--- config.mk ---
export PLATFORM = sky130hd
export DESIGN_NAME = rps_sequencer
export DESIGN_NICKNAME = d
export VERILOG_FILES = /design/src/include/rps_pkg.sv /design/src/include/rps_cnt_if.sv /design/src/design/rps_sequencer.sv /design/src/design/rps_sync.sv /design/src/design/rps_edge_cnt.sv
export SDC_FILE = /design/constraint.sdc
export NUM_CORES = 1
export LEC_CHECK = 0
export ABC_AREA = 1
export BUFFER_PORTS_ARGS = -buffer_cell sky130_fd_sc_hd__buf_2
export CAP_MARGIN = 20
export CORE_MARGIN = 2
export CORE_UTILIZATION = 59
export DETAILED_ROUTE_END_ITERATION = 10
export PLACE_DENSITY_LB_ADDON = 0.08
export SLEW_MARGIN = 20
export SYNTH_ARGS = -nofsm -noshare
export SYNTH_HDL_FRONTEND = slang
export SYNTH_HIERARCHICAL = 1
export SYNTH_SLANG_ARGS = --single-unit
export TNS_END_PERCENT = 100
--- constraint.sdc ---
create_clock -name sys_clk_in -period 2.25 [get_ports sys_clk_in]
set_input_delay 0.225 -clock sys_clk_in [delete_from_list [all_inputs] [get_ports sys_clk_in]]
set_output_delay 0.225 -clock sys_clk_in [all_outputs]
set_load 0.1 [all_outputs]
--- src/include/rps_pkg.sv ---
// Functional notes
// - ext_reset_n held low over 200 ns resets the device
// - ext_reset_n is glitch filtered so short noise pulses are ignored
// - while ext_reset_n is asserted core logic and page enable are held in reset, pad domain is not
// - cause of each reset is recorded in a readable reset source field
// - five causes: power-on, watchdog, pc rollover, software, core dip
// - separate power-on detectors for core supply and pad supply
// - pad domain held until pad supply good and three rc pulses seen
// - core held in reset until the core supply detector releases
// - after supply good, count 1024 crystal edges before core release
// - two clock sources: crystal for core, rc oscillator for always-on
// - factory_info_page programming enabled only by serial_debug_port
// - watchdog on rc clock resets device after about two seconds
package rps_pkg;
  // system clock and filter timing
  localparam int CLK_PERIOD_NS = 4;
  localparam int EXT_MIN_NS = 200;
  localparam int EXT_FILT_CYC = (EXT_MIN_NS + CLK_PERIOD_NS - 1) /
                                CLK_PERIOD_NS;
  localparam int EXT_FILT_W = 6;
  // edge counts for release sequencing
  localparam int RC_PULSES = 3;
  localparam int RC_CNT_W = 2;
  localparam int XTAL_EDGES = 1024;
  localparam int XTAL_CNT_W = 11;
  // watchdog timeout in rc edges
  localparam int WDOG_TIMEOUT_MS = 2000;
  localparam int RC_KHZ = 10;
  localparam int WDOG_RC_EDGES = WDOG_TIMEOUT_MS * RC_KHZ;
  localparam int WDOG_CNT_W = 15;
  // reset source one-hot bit positions
  localparam int CAUSE_W = 5;
  localparam int CAUSE_POR_BIT = 0;
  localparam int CAUSE_WDOG_BIT = 1;
  localparam int CAUSE_PC_BIT = 2;
  localparam int CAUSE_SW_BIT = 3;
  localparam int CAUSE_DIP_BIT = 4;
  localparam logic [CAUSE_W-1:0] CAUSE_RESET = 5'h01;
endpackage : rps_pkg

--- src/include/rps_cnt_if.sv ---
`timescale 1ns/100ps
// sampled clock level in, clear in, terminal count reached out
interface rps_cnt_if;
  logic edge_lvl;
  logic clr;
  logic done;
  modport owner (output edge_lvl, output clr, input done);
  modport counter (input edge_lvl, input clr, output done);
endinterface : rps_cnt_if

--- src/design/rps_sequencer.sv ---
`timescale 1ns/100ps
module rps_sequencer #(
  parameter int WDOG_RC_EDGES = rps_pkg::WDOG_RC_EDGES
) (
  input wire logic sys_clk_in, // 250 MHz system clock
  input wire logic rstn_in, // sync reset, active low
  input wire logic ext_reset_n_in, // external reset pin, active low
  input wire logic pad_por_ok_in, // pad supply above release threshold
  input wire logic core_por_ok_in, // core supply above release threshold
  input wire logic core_dip_in, // core supply dip detected
  input wire logic rc_clk_in, // 10 kHz rc oscillator
  input wire logic xtal_clk_in, // 24 MHz crystal clock
  input wire logic wdog_kick_in, // firmware restarts watchdog, pulse
  input wire logic pc_rollover_in, // program counter rolled over, pulse
  input wire logic sw_reset_in, // software reset request, pulse
  input wire logic dbg_fip_unlock_in, // debug port enables page writes
  input wire logic dbg_fip_lock_in, // debug port disables page writes
  input wire logic fw_fip_write_in, // firmware page write request
  output logic pad_reset_n_out, // pad domain reset, active low
  output logic core_reset_n_out, // core domain reset, active low
  output logic [rps_pkg::CAUSE_W-1:0] reset_cause_out, // one-hot cause
  output logic fip_prog_en_out, // factory page programming enabled
  output logic fip_write_ok_out // firmware page write allowed
);
  logic ext_s_n;
  logic pad_por_s;
  logic core_por_s;
  logic dip_s;
  logic rc_s;
  logic xtal_s;
  logic [rps_pkg::EXT_FILT_W-1:0] filt_cnt;
  logic ext_rst_act;
  logic por_lvl;
  logic core_hold;
  logic any_cause;
  logic [rps_pkg::CAUSE_W-1:0] next_cause;

  rps_cnt_if pad_cnt ();
  rps_cnt_if xtal_cnt ();
  rps_cnt_if wdog_cnt ();

  // pin levels from other domains pass two flip-flops
  rps_sync #(
    .W(6)
  ) u_sync (
    .sys_clk_in(sys_clk_in),
    .rstn_in(rstn_in),
    .async_in({ext_reset_n_in, pad_por_ok_in, core_por_ok_in,
               core_dip_in, rc_clk_in, xtal_clk_in}),
    .sync_out({ext_s_n, pad_por_s, core_por_s, dip_s, rc_s, xtal_s})
  );

  // glitch filter: reset only after EXT_FILT_CYC low samples
  always_ff @(posedge sys_clk_in) begin
    if (!rstn_in || ext_s_n) begin
      filt_cnt <= '0;
    end else if (!ext_rst_act) begin
      filt_cnt <= filt_cnt + rps_pkg::EXT_FILT_W'(1);
    end
  end

  assign ext_rst_act =
    (filt_cnt == rps_pkg::EXT_FILT_W'(rps_pkg::EXT_FILT_CYC));

  // pad domain release after three rc pulses with pad supply good
  assign pad_cnt.edge_lvl = rc_s;
  assign pad_cnt.clr = ~pad_por_s;

  rps_edge_cnt #(
    .W(rps_pkg::RC_CNT_W),
    .TARGET(rps_pkg::RC_PULSES)
  ) u_pad_cnt (
    .sys_clk_in(sys_clk_in),
    .rstn_in(rstn_in),
    .cnt(pad_cnt)
  );

  // pad reset output from a flip-flop
  always_ff @(posedge sys_clk_in) begin
    if (!rstn_in) begin
      pad_reset_n_out <= 1'b0;
    end else begin
      pad_reset_n_out <= pad_cnt.done;
    end
  end

  // core held by any supply condition, pin reset or reset event
  assign por_lvl = ~pad_reset_n_out | ~core_por_s;
  assign any_cause = por_lvl | dip_s | wdog_cnt.done | pc_rollover_in |
                     sw_reset_in;
  assign core_hold = any_cause | ext_rst_act;

  // crystal edge count restarts whenever the core is held
  assign xtal_cnt.edge_lvl = xtal_s;
  assign xtal_cnt.clr = core_hold;

  rps_edge_cnt #(
    .W(rps_pkg::XTAL_CNT_W),
    .TARGET(rps_pkg::XTAL_EDGES)
  ) u_xtal_cnt (
    .sys_clk_in(sys_clk_in),
    .rstn_in(rstn_in),
    .cnt(xtal_cnt)
  );

  // core reset output, released once crystal count completes
  always_ff @(posedge sys_clk_in) begin
    if (!rstn_in) begin
      core_reset_n_out <= 1'b0;
    end else begin
      core_reset_n_out <= xtal_cnt.done & ~core_hold;
    end
  end

  // watchdog counts rc edges while the core runs
  assign wdog_cnt.edge_lvl = rc_s;
  assign wdog_cnt.clr = wdog_kick_in | ~core_reset_n_out;

  rps_edge_cnt #(
    .W(rps_pkg::WDOG_CNT_W),
    .TARGET(WDOG_RC_EDGES)
  ) u_wdog_cnt (
    .sys_clk_in(sys_clk_in),
    .rstn_in(rstn_in),
    .cnt(wdog_cnt)
  );

  // cause priority: power-on, dip, watchdog, pc rollover, software
  always_comb begin
    next_cause = '0;
    if (por_lvl) begin
      next_cause[rps_pkg::CAUSE_POR_BIT] = 1'b1;
    end else if (dip_s) begin
      next_cause[rps_pkg::CAUSE_DIP_BIT] = 1'b1;
    end else if (wdog_cnt.done) begin
      next_cause[rps_pkg::CAUSE_WDOG_BIT] = 1'b1;
    end else if (pc_rollover_in) begin
      next_cause[rps_pkg::CAUSE_PC_BIT] = 1'b1;
    end else begin
      next_cause[rps_pkg::CAUSE_SW_BIT] = 1'b1;
    end
  end

  // reset source kept through reset, replaced by a new cause or set to power-on by pin reset
  always_ff @(posedge sys_clk_in) begin
    if (!rstn_in || ext_rst_act) begin
      reset_cause_out <= rps_pkg::CAUSE_RESET;
    end else if (any_cause) begin
      reset_cause_out <= next_cause;
    end
  end

  // factory page enable set only by the debug port, cleared by it or by pin reset
  always_ff @(posedge sys_clk_in) begin
    if (!rstn_in || ext_rst_act) begin
      fip_prog_en_out <= 1'b0;
    end else if (dbg_fip_unlock_in) begin
      fip_prog_en_out <= 1'b1;
    end else if (dbg_fip_lock_in) begin
      fip_prog_en_out <= 1'b0;
    end
  end

  assign fip_write_ok_out = fip_prog_en_out & fw_fip_write_in;

  // checks
  localparam int FILT_LAST = rps_pkg::EXT_FILT_CYC - 1;

  ext_filter_len_a: assert property (
    @(posedge sys_clk_in) disable iff (!rstn_in)
    $rose(ext_rst_act) |->
      $past(filt_cnt) == rps_pkg::EXT_FILT_W'(FILT_LAST) && !$past(ext_s_n)
  ) else $error("pin reset taken without full filter time");

  glitch_reject_a: assert property (
    @(posedge sys_clk_in) disable iff (!rstn_in)
    ext_s_n |=> !ext_rst_act ##1 !ext_rst_act
  ) else $error("pin reset active after pin went high");

  ext_core_hold_a: assert property (
    @(posedge sys_clk_in) disable iff (!rstn_in)
    ext_rst_act |=> !core_reset_n_out && !fip_prog_en_out
  ) else $error("core not held during pin reset");

  cause_onehot_a: assert property (
    @(posedge sys_clk_in) disable iff (!rstn_in)
    $onehot(reset_cause_out)
  ) else $error("reset source not one-hot");

  cause_wdog_a: assert property (
    @(posedge sys_clk_in) disable iff (!rstn_in)
    wdog_cnt.done && !por_lvl && !dip_s && !ext_rst_act |=>
      reset_cause_out[rps_pkg::CAUSE_WDOG_BIT]
  ) else $error("watchdog cause not recorded");

  cause_keep_a: assert property (
    @(posedge sys_clk_in) disable iff (!rstn_in)
    !any_cause && !ext_rst_act |=> $stable(reset_cause_out)
  ) else $error("reset source changed without a cause");

  pad_release_a: assert property (
    @(posedge sys_clk_in) disable iff (!rstn_in)
    $rose(pad_reset_n_out) |-> $past(pad_por_s, 2) && $past(rc_s, 2)
  ) else $error("pad released without supply or rc pulse");

  core_por_hold_a: assert property (
    @(posedge sys_clk_in) disable iff (!rstn_in)
    !core_por_s |=> !core_reset_n_out
  ) else $error("core released with core supply low");

  core_xtal_wait_a: assert property (
    @(posedge sys_clk_in) disable iff (!rstn_in)
    $fell(core_hold) |=> !core_reset_n_out [*8]
  ) else $error("core released before crystal count");

  fip_debug_only_a: assert property (
    @(posedge sys_clk_in) disable iff (!rstn_in)
    $rose(fip_prog_en_out) |-> $past(dbg_fip_unlock_in)
  ) else $error("page enable set without debug port");

  wdog_reset_a: assert property (
    @(posedge sys_clk_in) disable iff (!rstn_in)
    wdog_cnt.done |=> !core_reset_n_out ##1 !wdog_cnt.done
  ) else $error("watchdog expiry did not reset core");
endmodule : rps_sequencer

--- src/design/rps_sync.sv ---
`timescale 1ns/100ps
module rps_sync #(
  parameter int W = 1
) (
  input wire logic sys_clk_in, // system clock
  input wire logic rstn_in, // sync reset, active low
  input wire logic [W-1:0] async_in, // asynchronous levels
  output logic [W-1:0] sync_out // synchronised levels
);
  logic [W-1:0] meta;

  // two flip-flop synchroniser, first stage read only by the second
  always_ff @(posedge sys_clk_in) begin
    if (!rstn_in) begin
      meta <= '0;
      sync_out <= '0;
    end else begin
      meta <= async_in;
      sync_out <= meta;
    end
  end
endmodule : rps_sync

--- src/design/rps_edge_cnt.sv ---
`timescale 1ns/100ps
module rps_edge_cnt #(
  parameter int W = 2,
  parameter int TARGET = 3
) (
  input wire logic sys_clk_in, // system clock
  input wire logic rstn_in, // sync reset, active low
  rps_cnt_if.counter cnt // edge level, clear and done
);
  logic prev;
  logic [W-1:0] count;
  logic rise;

  assign rise = cnt.edge_lvl & ~prev;

  // previous sample for rising edge detection
  always_ff @(posedge sys_clk_in) begin
    if (!rstn_in) begin
      prev <= 1'b0;
    end else begin
      prev <= cnt.edge_lvl;
    end
  end

  // saturating edge counter, clear wins
  always_ff @(posedge sys_clk_in) begin
    if (!rstn_in || cnt.clr) begin
      count <= '0;
    end else if (rise && count != W'(TARGET)) begin
      count <= count + W'(1);
    end
  end

  assign cnt.done = (count == W'(TARGET)) & ~cnt.clr;
endmodule : rps_edge_cnt

### Word-level counts from Yosys, hierarchy flattened

Cells that the tools add are included.

| word-level totals | value |
|---|---|
| flip-flop bits (word level) | 56 |
| input bits | 14 |
| word-level logic and storage cells | 65 |

| cells by class | value |
|---|---|
| add/subtract/negate cells | 4 |
| eq/ne operators | 7 |
| mux-type cells | 10 |
| bitwise gates (word level) | 22 |
| reduce and logical (&&, ||, !) cells | 10 |

Operator list:

| cell | number |
|---|---|
| 15-bit by 1-bit adder with 15-bit output, second input constant | 1 |
| 15-bit equality test, second input constant | 1 |
| 15-bit inequality test, second input constant | 1 |
| 11-bit by 1-bit adder with 11-bit output, second input constant | 1 |
| 11-bit equality test, second input constant | 1 |
| 11-bit inequality test, second input constant | 1 |
| 1-bit NOT | 8 |
| 1-bit bitwise AND | 7 |
| 1-bit 2-to-1 mux | 7 |
| 1-bit OR | 7 |
| 6-bit by 1-bit adder with 6-bit output, second input constant | 1 |
| 6-bit equality test, second input constant | 1 |
| 1-bit logical OR | 5 |
| 4-bit 2-to-1 mux | 1 |
| 1-bit logical AND | 3 |
| 3-bit 2-to-1 mux | 1 |
| 2-bit by 1-bit adder with 2-bit output, second input constant | 1 |
| 2-bit equality test, second input constant | 1 |
| 2-bit 2-to-1 mux | 1 |
| 2-bit inequality test, second input constant | 1 |
| 2-bit nonzero test | 1 |
| 1-bit logical NOT | 1 |

### Depth between registers and ports, before layout

Gate-level depths: netlist (run 1).

| depth | value |
|---|---|
| depth in word-level cells | 11 |
| depth in mapped cells | 13 |
| mapped depth without buffers | 13 |

### Hierarchy

The synthesis (run 1) kept the hierarchy.

By module, submodules not included:

| module | instances | cells each | area an instance (um2) | sequential area each (um2) |
|---|---|---|---|---|
| rps_edge_cnt at u_wdog_cnt | 1 | 171 | 1066.0 | 320.3 |
| rps_edge_cnt at u_xtal_cnt | 1 | 120 | 735.7 | 240.2 |
| rps_sequencer | 1 | 83 | 646.9 | 280.3 |
| rps_sync | 1 | 37 | 341.6 | 240.2 |
| rps_edge_cnt at u_pad_cnt | 1 | 20 | 145.1 | 60.1 |

### Least setup slack after synthesis (run 1)

No wires, ideal clock.

| timing | value |
|---|---|
| path type | register to register |
| start | register pad_reset_n_out |
| end | register u_xtal_cnt.count[10] |
| data arrival time | 1.905 ns |
| slack | 0.273 ns |
| stages on the path, launching flop included | 7 |
| buffers on the path | 0 |
| period minus slack after synthesis | 1.977 ns |
| path through | dfxtp_1 > nand2_2 > nor2_4 > nand4_1 > nor2_1 > clkinv_1 > a21oi_1 |

| between the ends | value |
|---|---|
| word-level cells in the longest chain between the ends | 8 |

Ends and longest elaborated chain:

| element | line | RTL |
|---|---|---|
| start, declared | rps_sequencer.sv:19 | `output logic pad_reset_n_out,` |
| start signal, assigned | rps_sequencer.sv:83 | `pad_reset_n_out <= pad_cnt.done;` |
| 1-bit NOT | rps_sequencer.sv:88 | `assign por_lvl = ~pad_reset_n_out \| ~core_por_s;` |
| 1-bit OR | rps_sequencer.sv:88 |  |
| 1-bit OR (4 in series) | rps_sequencer.sv:89 | `assign any_cause = por_lvl \| dip_s \| wdog_cnt.done \| pc_rollover_in \|` |
| 1-bit OR | rps_sequencer.sv:91 | `assign core_hold = any_cause \| ext_rst_act;` |
| via core_hold | rps_sequencer.sv:34 | `logic core_hold;` |
| 1-bit logical OR | rps_edge_cnt.sv:27 | `if (!rstn_in \|\| cnt.clr) begin` |
| end signal, assigned | rps_edge_cnt.sv:30 | `count <= count + W'(1);` |
| end, declared | rps_edge_cnt.sv:11 | `logic [W-1:0] count;` |

The timed path passes the listed nets, and every way through them passes these cells.
A chain may end at the register's enable or synchronous reset.

### Worst setup path after layout (run 1)

| timing | value |
|---|---|
| start | register u_wdog_cnt.count[0] |
| end | register u_xtal_cnt.count[3] |

| between the ends | value |
|---|---|
| word-level cells in the longest chain between the ends | 7 |

Ends and longest elaborated chain:

| element | line | RTL |
|---|---|---|
| start, declared | rps_edge_cnt.sv:11 |  |
| start signal, assigned | rps_edge_cnt.sv:30 |  |
| 15-bit equality test | rps_edge_cnt.sv:34 | `assign cnt.done = (count == W'(TARGET)) & ~cnt.clr;` |
| 1-bit bitwise AND | rps_edge_cnt.sv:34 |  |
| via wdog_cnt.done | rps_cnt_if.sv:6 | `logic done;` |
| 1-bit OR (3 in series) | rps_sequencer.sv:89 |  |
| 1-bit OR | rps_sequencer.sv:91 |  |
| via core_hold | rps_sequencer.sv:34 |  |
| 1-bit logical OR | rps_edge_cnt.sv:27 |  |

The timed path passes the listed nets, and every way through them passes these cells.

==> implementation parameters, run 1 <==
Parameter                              Value

Critical path
  Classification of the worst setup path    reg2reg
  Req. time, crit path    2.52 ns
  Critical Path Source    u_wdog_cnt/count[0]$_SDFFE_PP0P_
  Cell with the largest stage delay on the worst path    sky130_fd_sc_hd__dfxtp_1
  Crit. End Element    flop
  Data arrival time at the worst-slack endpoint    between 2 and 2.5 ns
  Worst stage delay on the critical path    between 0.3 and 0.4 ns
  Critical path launch point type    flop
  Max Fanout on Critical Path    9
  R2R Path Start    u_wdog_cnt/count[0]$_SDFFE_PP0P_
  Cell chain of the critical path    inv_1, ha_1, nand2_1, inv_1, nand2_1, nor2_4, nand2_4, nor2_1, nor2_4, nand4_1, nor2_1, inv_2, a21oi_1

Place
  Final HPWL DP    slightly below 4000 µm
  Post-Place Worst Slack    about 0.089 ns
  Inst Count DP    516
  Number of I/O port buffers    22
  RD Place Congestion    between 0.8 and 0.9

Floorplanning
  Die X    about 75 µm
  Vertical die dimension    approximately 75 µm
  Full die area    5555 µm²
  Placeable core region    ~4800 µm²
  Effective utilization at floorplan    0.6174
  Total number of placement rows    25
  Ports placed on the boundary    23

STA
  Final Max Slew Viols    0
  Post-route setup TNS    0 ns
  Worst-case setup margin in the final layout    between 0.2 and 0.3 ns
  Maximum clock frequency    around 510 MHz
  Count of final hold-check violations    0
  Actual slew at the worst max-slew pin    0.4952 ns
  Unrepaired setup endpoints after global routing    no
  Worst clock skew    between 0.007 and 0.008 ns
  Ratio of final minimum period to clock period    0.8754
  Minimum clock period    between 1.5 and 2 ns
  Number of setup violations in the final report    0
  Max transition margin    0.6695

Finish
  Number of nets in the layout    slightly below 500
  Area growth syn-to-layout    11.68%
  Non-Filler Instances    between 500 and 600
  Utilization after layout    0.6895
  N_diodes    0
  Filler instances    around 430
  Fraction of layout cells with a size suffix above 1    0.1419

CTS
  Max clock buf depth    2
  Number of buffers created by CTS    9
  Clock tree root driver cell    sky130_fd_sc_hd__clkbuf_8
  Clock slew at reported path FFs    approximately 0.06 ns
  Clock latency on the worst-skew pair    about 0.33 ns
  H-tree depth reported by CTS    3
  Cts-stage hold buffer count    0
  Number of clock sinks seen by CTS    between 50 and 60
  CTS tree    done

Route
  Post-route DRC violation count    0
  Routed wire length    about 5500 µm
  DRT antenna net count    0
  Via-per-instance ratio    about 4.8
  Final routed wire length divided by cell count    ~10 µm
  First drt pass iteration count    4
  Number of DRC markers after the initial detailed-route iteration    99
  Total via count in the routed design    2,558

Logic synthesis
  Synthesized instance count    431
  Number of warnings reported in the yosys synthesis log    6
  Sequential area share after synthesis    0.3887
  Synthesized Nets    ~450
  Number of library cell types mapped by synthesis    26
  Post-synthesis register bit count    between 50 and 60
  Post-synthesis instance area    a little under 3000 µm²
  Largest cells by area after synthesis    sky130_fd_sc_hd__dfxtp_1 (39%), sky130_fd_sc_hd__nand2_1 (15%), sky130_fd_sc_hd__inv_1 (8.8%)
  Average footprint of a synthesized cell    between 6 and 7 µm²
  Proportion of netlist area held by the largest area contributor    0.3887
  Top cell type by total area after synthesis    sky130_fd_sc_hd__dfxtp_1

Power
  Leak    around 1.4 nW
  Total chip power    0.002061 W
  Power density cells    628.7 nW/µm²
  Peak ir drop on the vdd network    about 370 µV

GRT
  Global-route wire length before repair    about 9500 µm
  Total congestion overflow    0
  Total Routing Usage GR    0.2216
  Vias in the first global route    about 2,400
  Number of antenna violations at the first check in global routing    0
  Pin count of the biggest net entering global routing    21

Hold path
  Startpoint of the worst hold path    xtal_clk_in
  Hold WC Path Type    in2reg

Flow run
  Reported max-cap violation count    0

Status
  Outcome    completed
cell families after synthesis:
family | Yosys count | share of synthesized area
xor gates and xnor gates | 13 | 0.03879
buffers and inverters | 78 | 0.1095
AOI/OAI and AO/OA | 36 | 0.06351
and+or+nand+nor | 240 | 0.3696
adders and majority gates | 7 | 0.02984
DFF | 57 | 0.3887
critical path: cells and delay by family (launching register included):
family / cells / cell delay, ns
compound gates: 1 / 0.14
fa+ha+maj: 1 / 0.19
buf+inv: 3 / 0.25
flops: 1 / 0.38
simple gates: 8 / 0.94
layer usage:
metal,vias up,track usage,wire length [µm],share of wire
met5,-,0,0,0
met4,0,0.1032,25,0.0046
met3,3,0.04472,167,0.030
met2,36,0.3825,2702,0.49
met1,1145,0.2637,2598,0.47
li1,1374,-,-,-
cell usage after synthesis:
master / number
sky130_fd_sc_hd__nand2_4: 3
sky130_fd_sc_hd__nor2_4: 5
sky130_fd_sc_hd__buf_8: 1
sky130_fd_sc_hd__a21boi_0: 1
sky130_fd_sc_hd__or2_0: 1
sky130_fd_sc_hd__nand2_1: 119
sky130_fd_sc_hd__inv_2: 2
sky130_fd_sc_hd__nor2_2: 9
sky130_fd_sc_hd__clkinv_1: 2
sky130_fd_sc_hd__o21ai_1: 3
sky130_fd_sc_hd__nand3b_1: 3
sky130_fd_sc_hd__o21ai_2: 1
sky130_fd_sc_hd__buf_6: 2
sky130_fd_sc_hd__buf_2: 2
sky130_fd_sc_hd__dfxtp_1: 57
sky130_fd_sc_hd__nor2_1: 57
sky130_fd_sc_hd__xor2_1: 11
sky130_fd_sc_hd__nand3_1: 22
sky130_fd_sc_hd__nand4_1: 12
sky130_fd_sc_hd__o21ai_0: 3
sky130_fd_sc_hd__nor3_2: 2
sky130_fd_sc_hd__ha_1: 7
sky130_fd_sc_hd__inv_1: 69
sky130_fd_sc_hd__xnor2_1: 2
sky130_fd_sc_hd__a21oi_1: 28
sky130_fd_sc_hd__nand2_2: 7
report_power, final:
group          switching (W)  leakage (nW)  total [W]  internal (W)
Combinational      0.0000633         0.847  0.0000930     0.0000297
Sequential         0.0000103         0.463    0.00104       0.00103
Clock               0.000392        0.0974   0.000931      0.000539
Total               0.000466          1.41    0.00206       0.00160
flip-flops by register name (all words and copies together), names as in the netlist:
name	count
u_wdog_cnt/count	15
u_sync/sync_out	6
u_xtal_cnt/prev	1
u_pad_cnt/prev	1
filt_cnt	6
u_sync/meta	6
pad_reset_n_out	1
u_xtal_cnt/count	11
reset_cause_out	5
core_reset_n_out	1
u_wdog_cnt/prev	1
u_pad_cnt/count	2
fip_prog_en_out	1
stage by stage:
step | cell area, µm² | hold WS (ns)
after CTS | 3278 | 0.06937
after detailed placement | 3089 | 0.3982
after global routing | 3278 | 0.1029
final | 3278 | 0.07531
after floorplan | 2935 | 0.3185
after global placement | 3089 | 0.3930
timing repair:
item,4_1_cts,5_1_grt
buffers inserted,0,0
gates resized for setup,0,1
setup endpoints to repair,0,9
cell type report:
class | count | area (µm²) | share of cell area
flip-flops and latches | 57 | 1141 | 0.3481
clock inverters | 3 | 40.04 | 0.01221
multi-input cells | 296 | 1473 | 0.4492
well taps | 67 | 83.83 | 0.02557
repair buffers | 23 | 117.6 | 0.03588
clock buffers | 13 | 148.9 | 0.04542
inverters | 73 | 274.0 | 0.08359
final timing paths:
| kind | slack, ns | to | cells past startpoint |
|---|---|---|---|
| max | 0.28 | u_xtal_cnt/count[3]$_SDFFE_PP0P_ | 13 |
| min | 0.08 | u_sync/meta[0]$_SDFF_PN0_ | 3 |
| max reg2reg | 0.28 | u_xtal_cnt/count[3]$_SDFFE_PP0P_ | 13 |
| min reg2reg | 0.41 | u_sync/sync_out[5]$_SDFF_PN0_ | 2 |
cells in the final DEF, fill, tap and decap left out, types with 5 or more instances in the layout:
cell                       count
sky130_fd_sc_hd__nand2_1     119
sky130_fd_sc_hd__inv_1        69
sky130_fd_sc_hd__nor2_1       57
sky130_fd_sc_hd__dfxtp_1      57
sky130_fd_sc_hd__a21oi_1      28
sky130_fd_sc_hd__nand3_1      22
sky130_fd_sc_hd__buf_2        22
sky130_fd_sc_hd__nand4_1      12
sky130_fd_sc_hd__xor2_1       11
sky130_fd_sc_hd__clkbuf_8     10
sky130_fd_sc_hd__nor2_2        9
sky130_fd_sc_hd__nand2_2       7
sky130_fd_sc_hd__ha_1          7
sky130_fd_sc_hd__nor2_4        5
No activity file was read; power rests on OpenSTA's default activity.
==> inputs of run 2 (changes only) <==
--- a/config.mk
+++ b/config.mk
@@ -5,11 +5,11 @@
 export SDC_FILE = /design/constraint.sdc
 export NUM_CORES = 1
 export LEC_CHECK = 0
-export ABC_AREA = 1
+export ABC_AREA = 0
 export BUFFER_PORTS_ARGS = -buffer_cell sky130_fd_sc_hd__buf_2
 export CAP_MARGIN = 20
 export CORE_MARGIN = 2
-export CORE_UTILIZATION = 59
+export CORE_UTILIZATION = 58
 export DETAILED_ROUTE_END_ITERATION = 10
 export PLACE_DENSITY_LB_ADDON = 0.08
 export SLEW_MARGIN = 20
==> implementation parameters, run 2 <==
Parameter                              Value

CTS
  Clock latency on the worst-skew pair    0.33 ns (about the same)
  Cts-stage hold buffer count    0 (unchanged)
  CTS tree    done
  Number of clock sinks seen by CTS    57 (unchanged)
  Max clock buf depth    2 (unchanged)
  H-tree depth reported by CTS    3 (unchanged)
  Number of buffers created by CTS    9 (unchanged)
  Clock tree root driver cell    sky130_fd_sc_hd__clkbuf_8
  Clock slew at reported path FFs    0.06 ns (about the same)

Critical path
  Req. time, crit path    2.51 ns (about the same)
  Classification of the worst setup path    reg2reg
  Crit. End Element    flop
  Worst stage delay on the critical path    0.42 ns (+0.04 ns)
  Critical path launch point type    flop
  Cell chain of the critical path    inv_1, ha_1, nand4_1, nor3_1, nand3_1, nor2_1, nor4_2, nand2_1, nor2b_1, buf_4, nand2_1, mux2i_1
  Most Frequent Cell on Critical Path    sky130_fd_sc_hd__nand2_1
  Max Fanout on Critical Path    10 (+1)
  Data arrival time at the worst-slack endpoint    2.26 ns (+0.02 ns)
  Cell with the largest stage delay on the worst path    sky130_fd_sc_hd__dfxtp_1

STA
  Worst clock skew    0.004294 ns (-0.002869 ns)
  Ratio of final minimum period to clock period    0.8889 (+0.01345)
  Final Max Slew Viols    0 (unchanged)
  Actual slew at the worst max-slew pin    0.5839 ns (+0.08873 ns)
  Minimum clock period    2.000 ns (+0.03026 ns)
  Count of final hold-check violations    0 (unchanged)
  Max transition margin    0.6052 (-0.06428)
  Worst-case setup margin in the final layout    0.2501 ns (-0.03026 ns)
  Number of setup violations in the final report    0 (unchanged)
  Maximum clock frequency    500.0 MHz (-1.5%)

Logic synthesis
  Post-synthesis instance area    2530 µm² (-14%)
  Sequential area share after synthesis    0.4510 (+0.06229)
  Top cell type by total area after synthesis    sky130_fd_sc_hd__dfxtp_1
  Most common cell in the synthesized netlist    sky130_fd_sc_hd__dfxtp_1
  Number of library cell types mapped by synthesis    46 (+77%)
  Synthesized instance count    271 (-37%)
  Commonest cells in the netlist    sky130_fd_sc_hd__dfxtp_1 (57), sky130_fd_sc_hd__a21oi_1 (19), sky130_fd_sc_hd__nand2_1 (17), sky130_fd_sc_hd__o21ai_0 (14)
  Average footprint of a synthesized cell    9.336 µm² (+37%)
  Leading register cell type out of synthesis    sky130_fd_sc_hd__dfxtp_1
  Synthesized Nets    292 (-35%)
  Post-synth ARST share    0 (unchanged)
  Proportion of netlist area held by the largest area contributor    0.4510 (+0.06229)
  Largest cells by area after synthesis    sky130_fd_sc_hd__dfxtp_1 (45%), sky130_fd_sc_hd__a21oi_1 (3.8%), sky130_fd_sc_hd__ha_1 (3.5%)
  Number of warnings reported in the yosys synthesis log    6 (unchanged)
  Number of enable flip-flop cells after synthesis    0 (unchanged)
  Post-synthesis register bit count    57 (unchanged)

GRT
  Total Routing Usage GR    0.2156 (-0.006040)
  Pin count of the biggest net entering global routing    28 (+33%)
  Number of antenna violations at the first check in global routing    0 (unchanged)
  Global-route wire length before repair    8293 µm (-13%)
  Vias in the first global route    1,844 (-23%)
  Total congestion overflow    0 (unchanged)

Route
  Met3 Wirelength    204 µm (+22%)
  First drt pass iteration count    4 (unchanged)
  Top sig layer    met4
  Total via count in the routed design    2,026 (-21%)
  Final routed wire length divided by cell count    12.98 µm (+26%)
  Number of DRC markers after the initial detailed-route iteration    95 (-4.0%)
  Wire length on met2    2043 µm (-24%)
  Via-per-instance ratio    5.628 (+17%)
  Post-route DRC violation count    0 (unchanged)
  DRT antenna net count    0 (unchanged)
  Sum of routed wire segments on met1    2349 µm (-9.6%)
  Routed wire length    4672 µm (-15%)

Floorplanning
  Total number of placement rows    24 (-4.0%)
  Vertical die dimension    70.05 µm (-6.0%)
  Effective utilization at floorplan    0.5933 (-0.02406)
  Ports placed on the boundary    23 (unchanged)
  Die X    70.05 µm (-6.0%)
  Full die area    4906 µm² (-12%)
  Placeable core region    4264 µm² (-10%)

Place
  Final HPWL DP    3263 µm (-17%)
  Number of I/O port buffers    22 (unchanged)
  Standard cell area after detailed placement    2686 µm² (-13%)
  Post-Place Worst Slack    0.2624 ns (+0.1739 ns)
  RD Place Congestion    0.8665 (+2.7%)

Power
  Peak ir drop on the vdd network    434.8 µV (+19%)
  Combinational Power Share    0.036 (-0.009)
  Leak    1.045 nW (-26%)
  Power Internal    0.001676 W (+5.0%)
  Net Sw Power    0.0004515 W (-3.0%)
  Power density cells    732.1 nW/µm² (+16%)
  Switching Fraction    0.2123 (-0.01367)
  Part of the power in the clock network    0.476 (+0.024)
  Portion of total power attributed to sequential cells    0.487 (-0.016)

Hold path
  Hold WC Path Type    in2reg

Finish
  Flip-flop count of the largest register, all copies and words added    15 (unchanged)
  Number of nets in the layout    324 (-33%)
  Fraction of layout cells with a size suffix above 1    0.2078 (+0.06586)
  Filler instances    348 (-18%)
  Most frequent standard cell in the layout excluding fill and tap cells    sky130_fd_sc_hd__dfxtp_1
  Largest reg by FF count    u_wdog_cnt/count
  N_diodes    0 (unchanged)
  Largest regs    u_wdog_cnt/count: 15 flops, u_xtal_cnt/count: 11 flops
  Area growth syn-to-layout    14.84%
  Fin area    2905 µm² (-11%)
  Utilization after layout    0.6813 (-0.008136)
  Leading cell types in the layout, fill and taps excluded    sky130_fd_sc_hd__dfxtp_1 (56), sky130_fd_sc_hd__buf_2 (22), sky130_fd_sc_hd__a21oi_1 (19)

Flow run
  Reported max-cap violation count    0 (unchanged)

Status
  Outcome    completed
run 2: path summary, 6_finish.rpt:
check	startpoint	to	slack, ns	cells past startpoint
hold / removal	pad_por_ok_in	u_sync/meta[4]$_SDFF_PN0_	0.10	2
setup / recovery	u_wdog_cnt/count[1]$_SDFFE_PP0P_	u_xtal_cnt/count[1]$_SDFFE_PP0P_	0.25	12
setup reg to reg	u_wdog_cnt/count[1]$_SDFFE_PP0P_	u_xtal_cnt/count[1]$_SDFFE_PP0P_	0.25	12
hold reg to reg	u_sync/meta[2]$_SDFF_PN0_	u_sync/sync_out[2]$_SDFF_PN0_	0.44	1
run 2: cells by family (layout without fill, tap and decap cells):
group	Yosys count	count (layout)	share of synthesized area
flip-flops	57	57	0.4510
AO/OA/AOI/OAI	43	43	0.09644
buffers and inverters	17	54	0.03412
multiplexers	7	7	0.02770
XOR/XNOR	9	9	0.03116
adder cells (fa/ha/maj)	7	7	0.03462
AND/OR/NAND/NOR	131	131	0.3249
run 2: routing by layer:
metal	vias up	GRT usage
li1	1037	-
met1	953	0.2886
met5	-	0
met3	8	0.06494
met4	0	0.1026
met2	28	0.3185
run 2: area by class of cell:
cell class,instances,area (µm²),area share
inverter,12,45.04,0.01550
multi-input combinational,197,1303,0.4483
timing repair buffer,26,140.1,0.04823
clock buffer,10,127.6,0.04393
clock inverter,6,82.58,0.02842
tap,52,65.06,0.02239
sequential,57,1142,0.3932
run 2: repair_timing:
| action | CTS | global route |
|---|---|---|
| gates resized for setup | 0 | 1 |
| setup buffers | 0 | 1 |
| endpoints found under the setup margin | 0 | 2 |
run 2: critical path: cells and delay by family, from the launching register on:
kind	cells	cell delay, ns
muxes	1	0.12
adders and majority gates	1	0.18
and+or+nand+nor	8	0.98
buffers and inverters	2	0.23
DFF	1	0.42
run 2: metrics by stage:
step           hold slack, ns  cells  TNS [ns]  total power [W]
3_5_place_dp           0.4233    343         0         0.001136
4_1_cts               0.08576    359         0         0.002154
3_3_place_gp           0.4154    343         0         0.001135
2_1_floorplan          0.3424    271         0         0.001111
5_1_grt               0.08086    360  -0.04028         0.002212
6_report               0.1011    360         0         0.002127
run 2: power by group through the flow:
stage	clock network (W)	registers (W)	logic (W)
6_report	0.00101	0.00104	0.0000768
5_1_grt	0.00109	0.00104	0.0000854
4_1_cts	0.00104	0.00104	0.0000776
3_5_place_dp	0	0.00106	0.0000770
3_3_place_gp	0	0.00106	0.0000764
2_1_floorplan	0	0.00107	0.0000459
==> inputs of run 3 (changes only) <==
--- a/config.mk
+++ b/config.mk
@@ -8,6 +8,7 @@
 export ABC_AREA = 0
 export BUFFER_PORTS_ARGS = -buffer_cell sky130_fd_sc_hd__buf_2
 export CAP_MARGIN = 20
+export CORE_ASPECT_RATIO = 2
 export CORE_MARGIN = 2
 export CORE_UTILIZATION = 58
 export DETAILED_ROUTE_END_ITERATION = 10
==> implementation parameters, run 3 (synthesis gave the netlist of run 2 again) <==
Parameter                              Value

Status
  Outcome    completed

STA
  Worst clock skew    0.004273 ns (-0.00002099 ns)
  Count of final hold-check violations    0 (unchanged)
  Post-route setup TNS    0 ns (unchanged)
  Maximum clock frequency    497.1 MHz (-0.57%)
  Minimum clock period    2.011 ns (+0.01156 ns)
  Unrepaired setup endpoints after global routing    no
  Final Max Slew Viols    0 (unchanged)
  Actual slew at the worst max-slew pin    0.5671 ns (-0.01681 ns)
  Number of setup violations in the final report    0 (unchanged)
  Max transition margin    0.6166 (+0.01137)
  Final hold slack    0.09810 ns (-0.003050 ns)
  Ratio of final minimum period to clock period    0.8940 (+0.005136)

CTS
  Number of buffers created by CTS    9 (unchanged)
  Clock slew at reported path FFs    0.07 ns (about the same)
  Max clock buf depth    2 (unchanged)
  Number of clock sinks seen by CTS    57 (unchanged)
  CTS tree    done
  Clock latency on the worst-skew pair    0.33 ns (about the same)
  H-tree depth reported by CTS    3 (unchanged)
  Setup repair bufs after CTS    0 (unchanged)
  Clock tree root driver cell    sky130_fd_sc_hd__clkbuf_8
  Cts-stage hold buffer count    0 (unchanged)
  Post_cts resized    0 (unchanged)

Place
  Final HPWL DP    3426 µm (+5.0%)
  RD Place Congestion    0.8905 (+2.8%)
  Standard cell area after detailed placement    2689 µm² (about the same)
  Number of I/O port buffers    22 (unchanged)

Critical path
  Max Fanout on Critical Path    10 (unchanged)
  Critical path launch point type    flop
  Cell chain of the critical path    inv_1, ha_1, nand4_1, nor3_1, nand3_1, nor2_1, nor4_2, nand2_1, nor2b_1, buf_4, nand2b_1, mux2i_1
  Classification of the worst setup path    reg2reg
  Cell with the largest stage delay on the worst path    sky130_fd_sc_hd__dfxtp_1
  Worst stage delay on the critical path    0.40 ns (-0.02 ns)
  Worst path buffer plus inverter count    2 (unchanged)
  Cell family with most CP delay    simple AND/OR/NAND/NOR gates
  Req. time, crit path    2.51 ns (about the same)
  Crit. End Element    flop
  Data arrival time at the worst-slack endpoint    2.28 ns (+0.02 ns)

Hold path
  Hold WC Path Type    in2reg

GRT
  Pin count of the biggest net entering global routing    28 (unchanged)
  Total Routing Usage GR    0.2253 (+0.009722)
  Vias in the first global route    1,930 (+4.7%)
  Total congestion overflow    0 (unchanged)
  Global-route wire length before repair    8459 µm (+2.0%)
  Number of antenna violations at the first check in global routing    0 (unchanged)

Power
  Leak    1.042 nW (-0.27%)
  Total chip power    0.002154 W (+1.2%)
  Power density cells    740.6 nW/µm² (+1.2%)
  Peak ir drop on the vdd network    692.7 µV (+59%)

Finish
  Leading cell types in the layout, fill and taps excluded    sky130_fd_sc_hd__dfxtp_1 (57), sky130_fd_sc_hd__buf_2 (22), sky130_fd_sc_hd__a21oi_1 (19)
  Flip-flop count of the largest register, all copies and words added    15 (unchanged)
  Largest regs    u_wdog_cnt/count: 15 flops, u_xtal_cnt/count: 11 flops
  Most frequent standard cell in the layout excluding fill and tap cells    sky130_fd_sc_hd__dfxtp_1
  Fin area    2908 µm² (about the same)
  Fraction of layout cells with a size suffix above 1    0.2052 (-0.002580)
  Filler instances    377 (+8.3%)
  Footprint of the multi-input gates    1303 µm² (unchanged)
  Area taken by flip-flops and latches    1141 µm² (-0.11%)
  Area growth syn-to-layout    14.94% (about the same)
  Largest reg by FF count    u_wdog_cnt/count
  N_diodes    0 (unchanged)
  Number of nets in the layout    323 (-0.31%)
  Utilization after layout    0.6835 (+0.002191)

Route
  Number of DRC markers after the initial detailed-route iteration    77 (-19%)
  Post-route DRC violation count    0 (unchanged)
  First drt pass iteration count    4 (unchanged)
  Total via count in the routed design    2,058 (+1.6%)
  DRT antenna net count    0 (unchanged)
  Final routed wire length divided by cell count    13.56 µm (+4.5%)
  Routed wire length    4894 µm (+4.8%)
  Via-per-instance ratio    5.701 (+1.3%)

Floorplanning
  Placeable core region    4254 µm² (-0.23%)
  Full die area    4938 µm² (+0.65%)
  Effective utilization at floorplan    0.5947 (+0.001396)
  Vertical die dimension    97.40 µm (+39%)
  Ports placed on the boundary    23 (unchanged)
  Total number of placement rows    34 (+42%)
  Die X    50.70 µm (-28%)

Flow run
  Reported max-cap violation count    0 (unchanged)
-- run 3: final timing paths --
kind	start	endpoint	slack [ns]	depth (start not counted)
setup reg to reg	u_wdog_cnt/count[0]$_SDFFE_PP0P_	u_xtal_cnt/count[10]$_SDFFE_PP0P_	0.24	12
setup / recovery	u_wdog_cnt/count[0]$_SDFFE_PP0P_	u_xtal_cnt/count[10]$_SDFFE_PP0P_	0.24	12
hold / removal	pad_por_ok_in	u_sync/meta[4]$_SDFF_PN0_	0.1	2
hold reg to reg	u_sync/meta[0]$_SDFF_PN0_	u_sync/sync_out[0]$_SDFF_PN0_	0.43	1
-- run 3: routing by layer --
metal / track usage / part of all wire
met5: 0 / 0
met4: 0.1455 / 0.029
met3: 0.05231 / 0.038
met2: 0.3441 / 0.48
met1: 0.2778 / 0.45
-- run 3: layout make-up --
cell class              instances  share of cell area
inverters                      12             0.01549
clock buffers                   9             0.04260
multi-input cells             197              0.4479
clock inverters                 7             0.03270
repair buffers                 25             0.04561
flip-flops and latches         57              0.3924
well taps                      54             0.02324
-- run 3: report_power, final --
group	switching, W	total, W	internal, W
clock network	0.000417	0.00104	0.000622
logic	0.0000448	0.0000772	0.0000324
registers	0.0000109	0.00104	0.00103
total	0.000473	0.00215	0.00168
-- run 3: per-stage QoR --
step                setup slack (ns)  std cells
CTS                           0.1992        361
global route                 0.02355        361
global placement              0.3052        345
detailed placement            0.2265        345
floorplan                    0.03180        271
finish                        0.2385        361
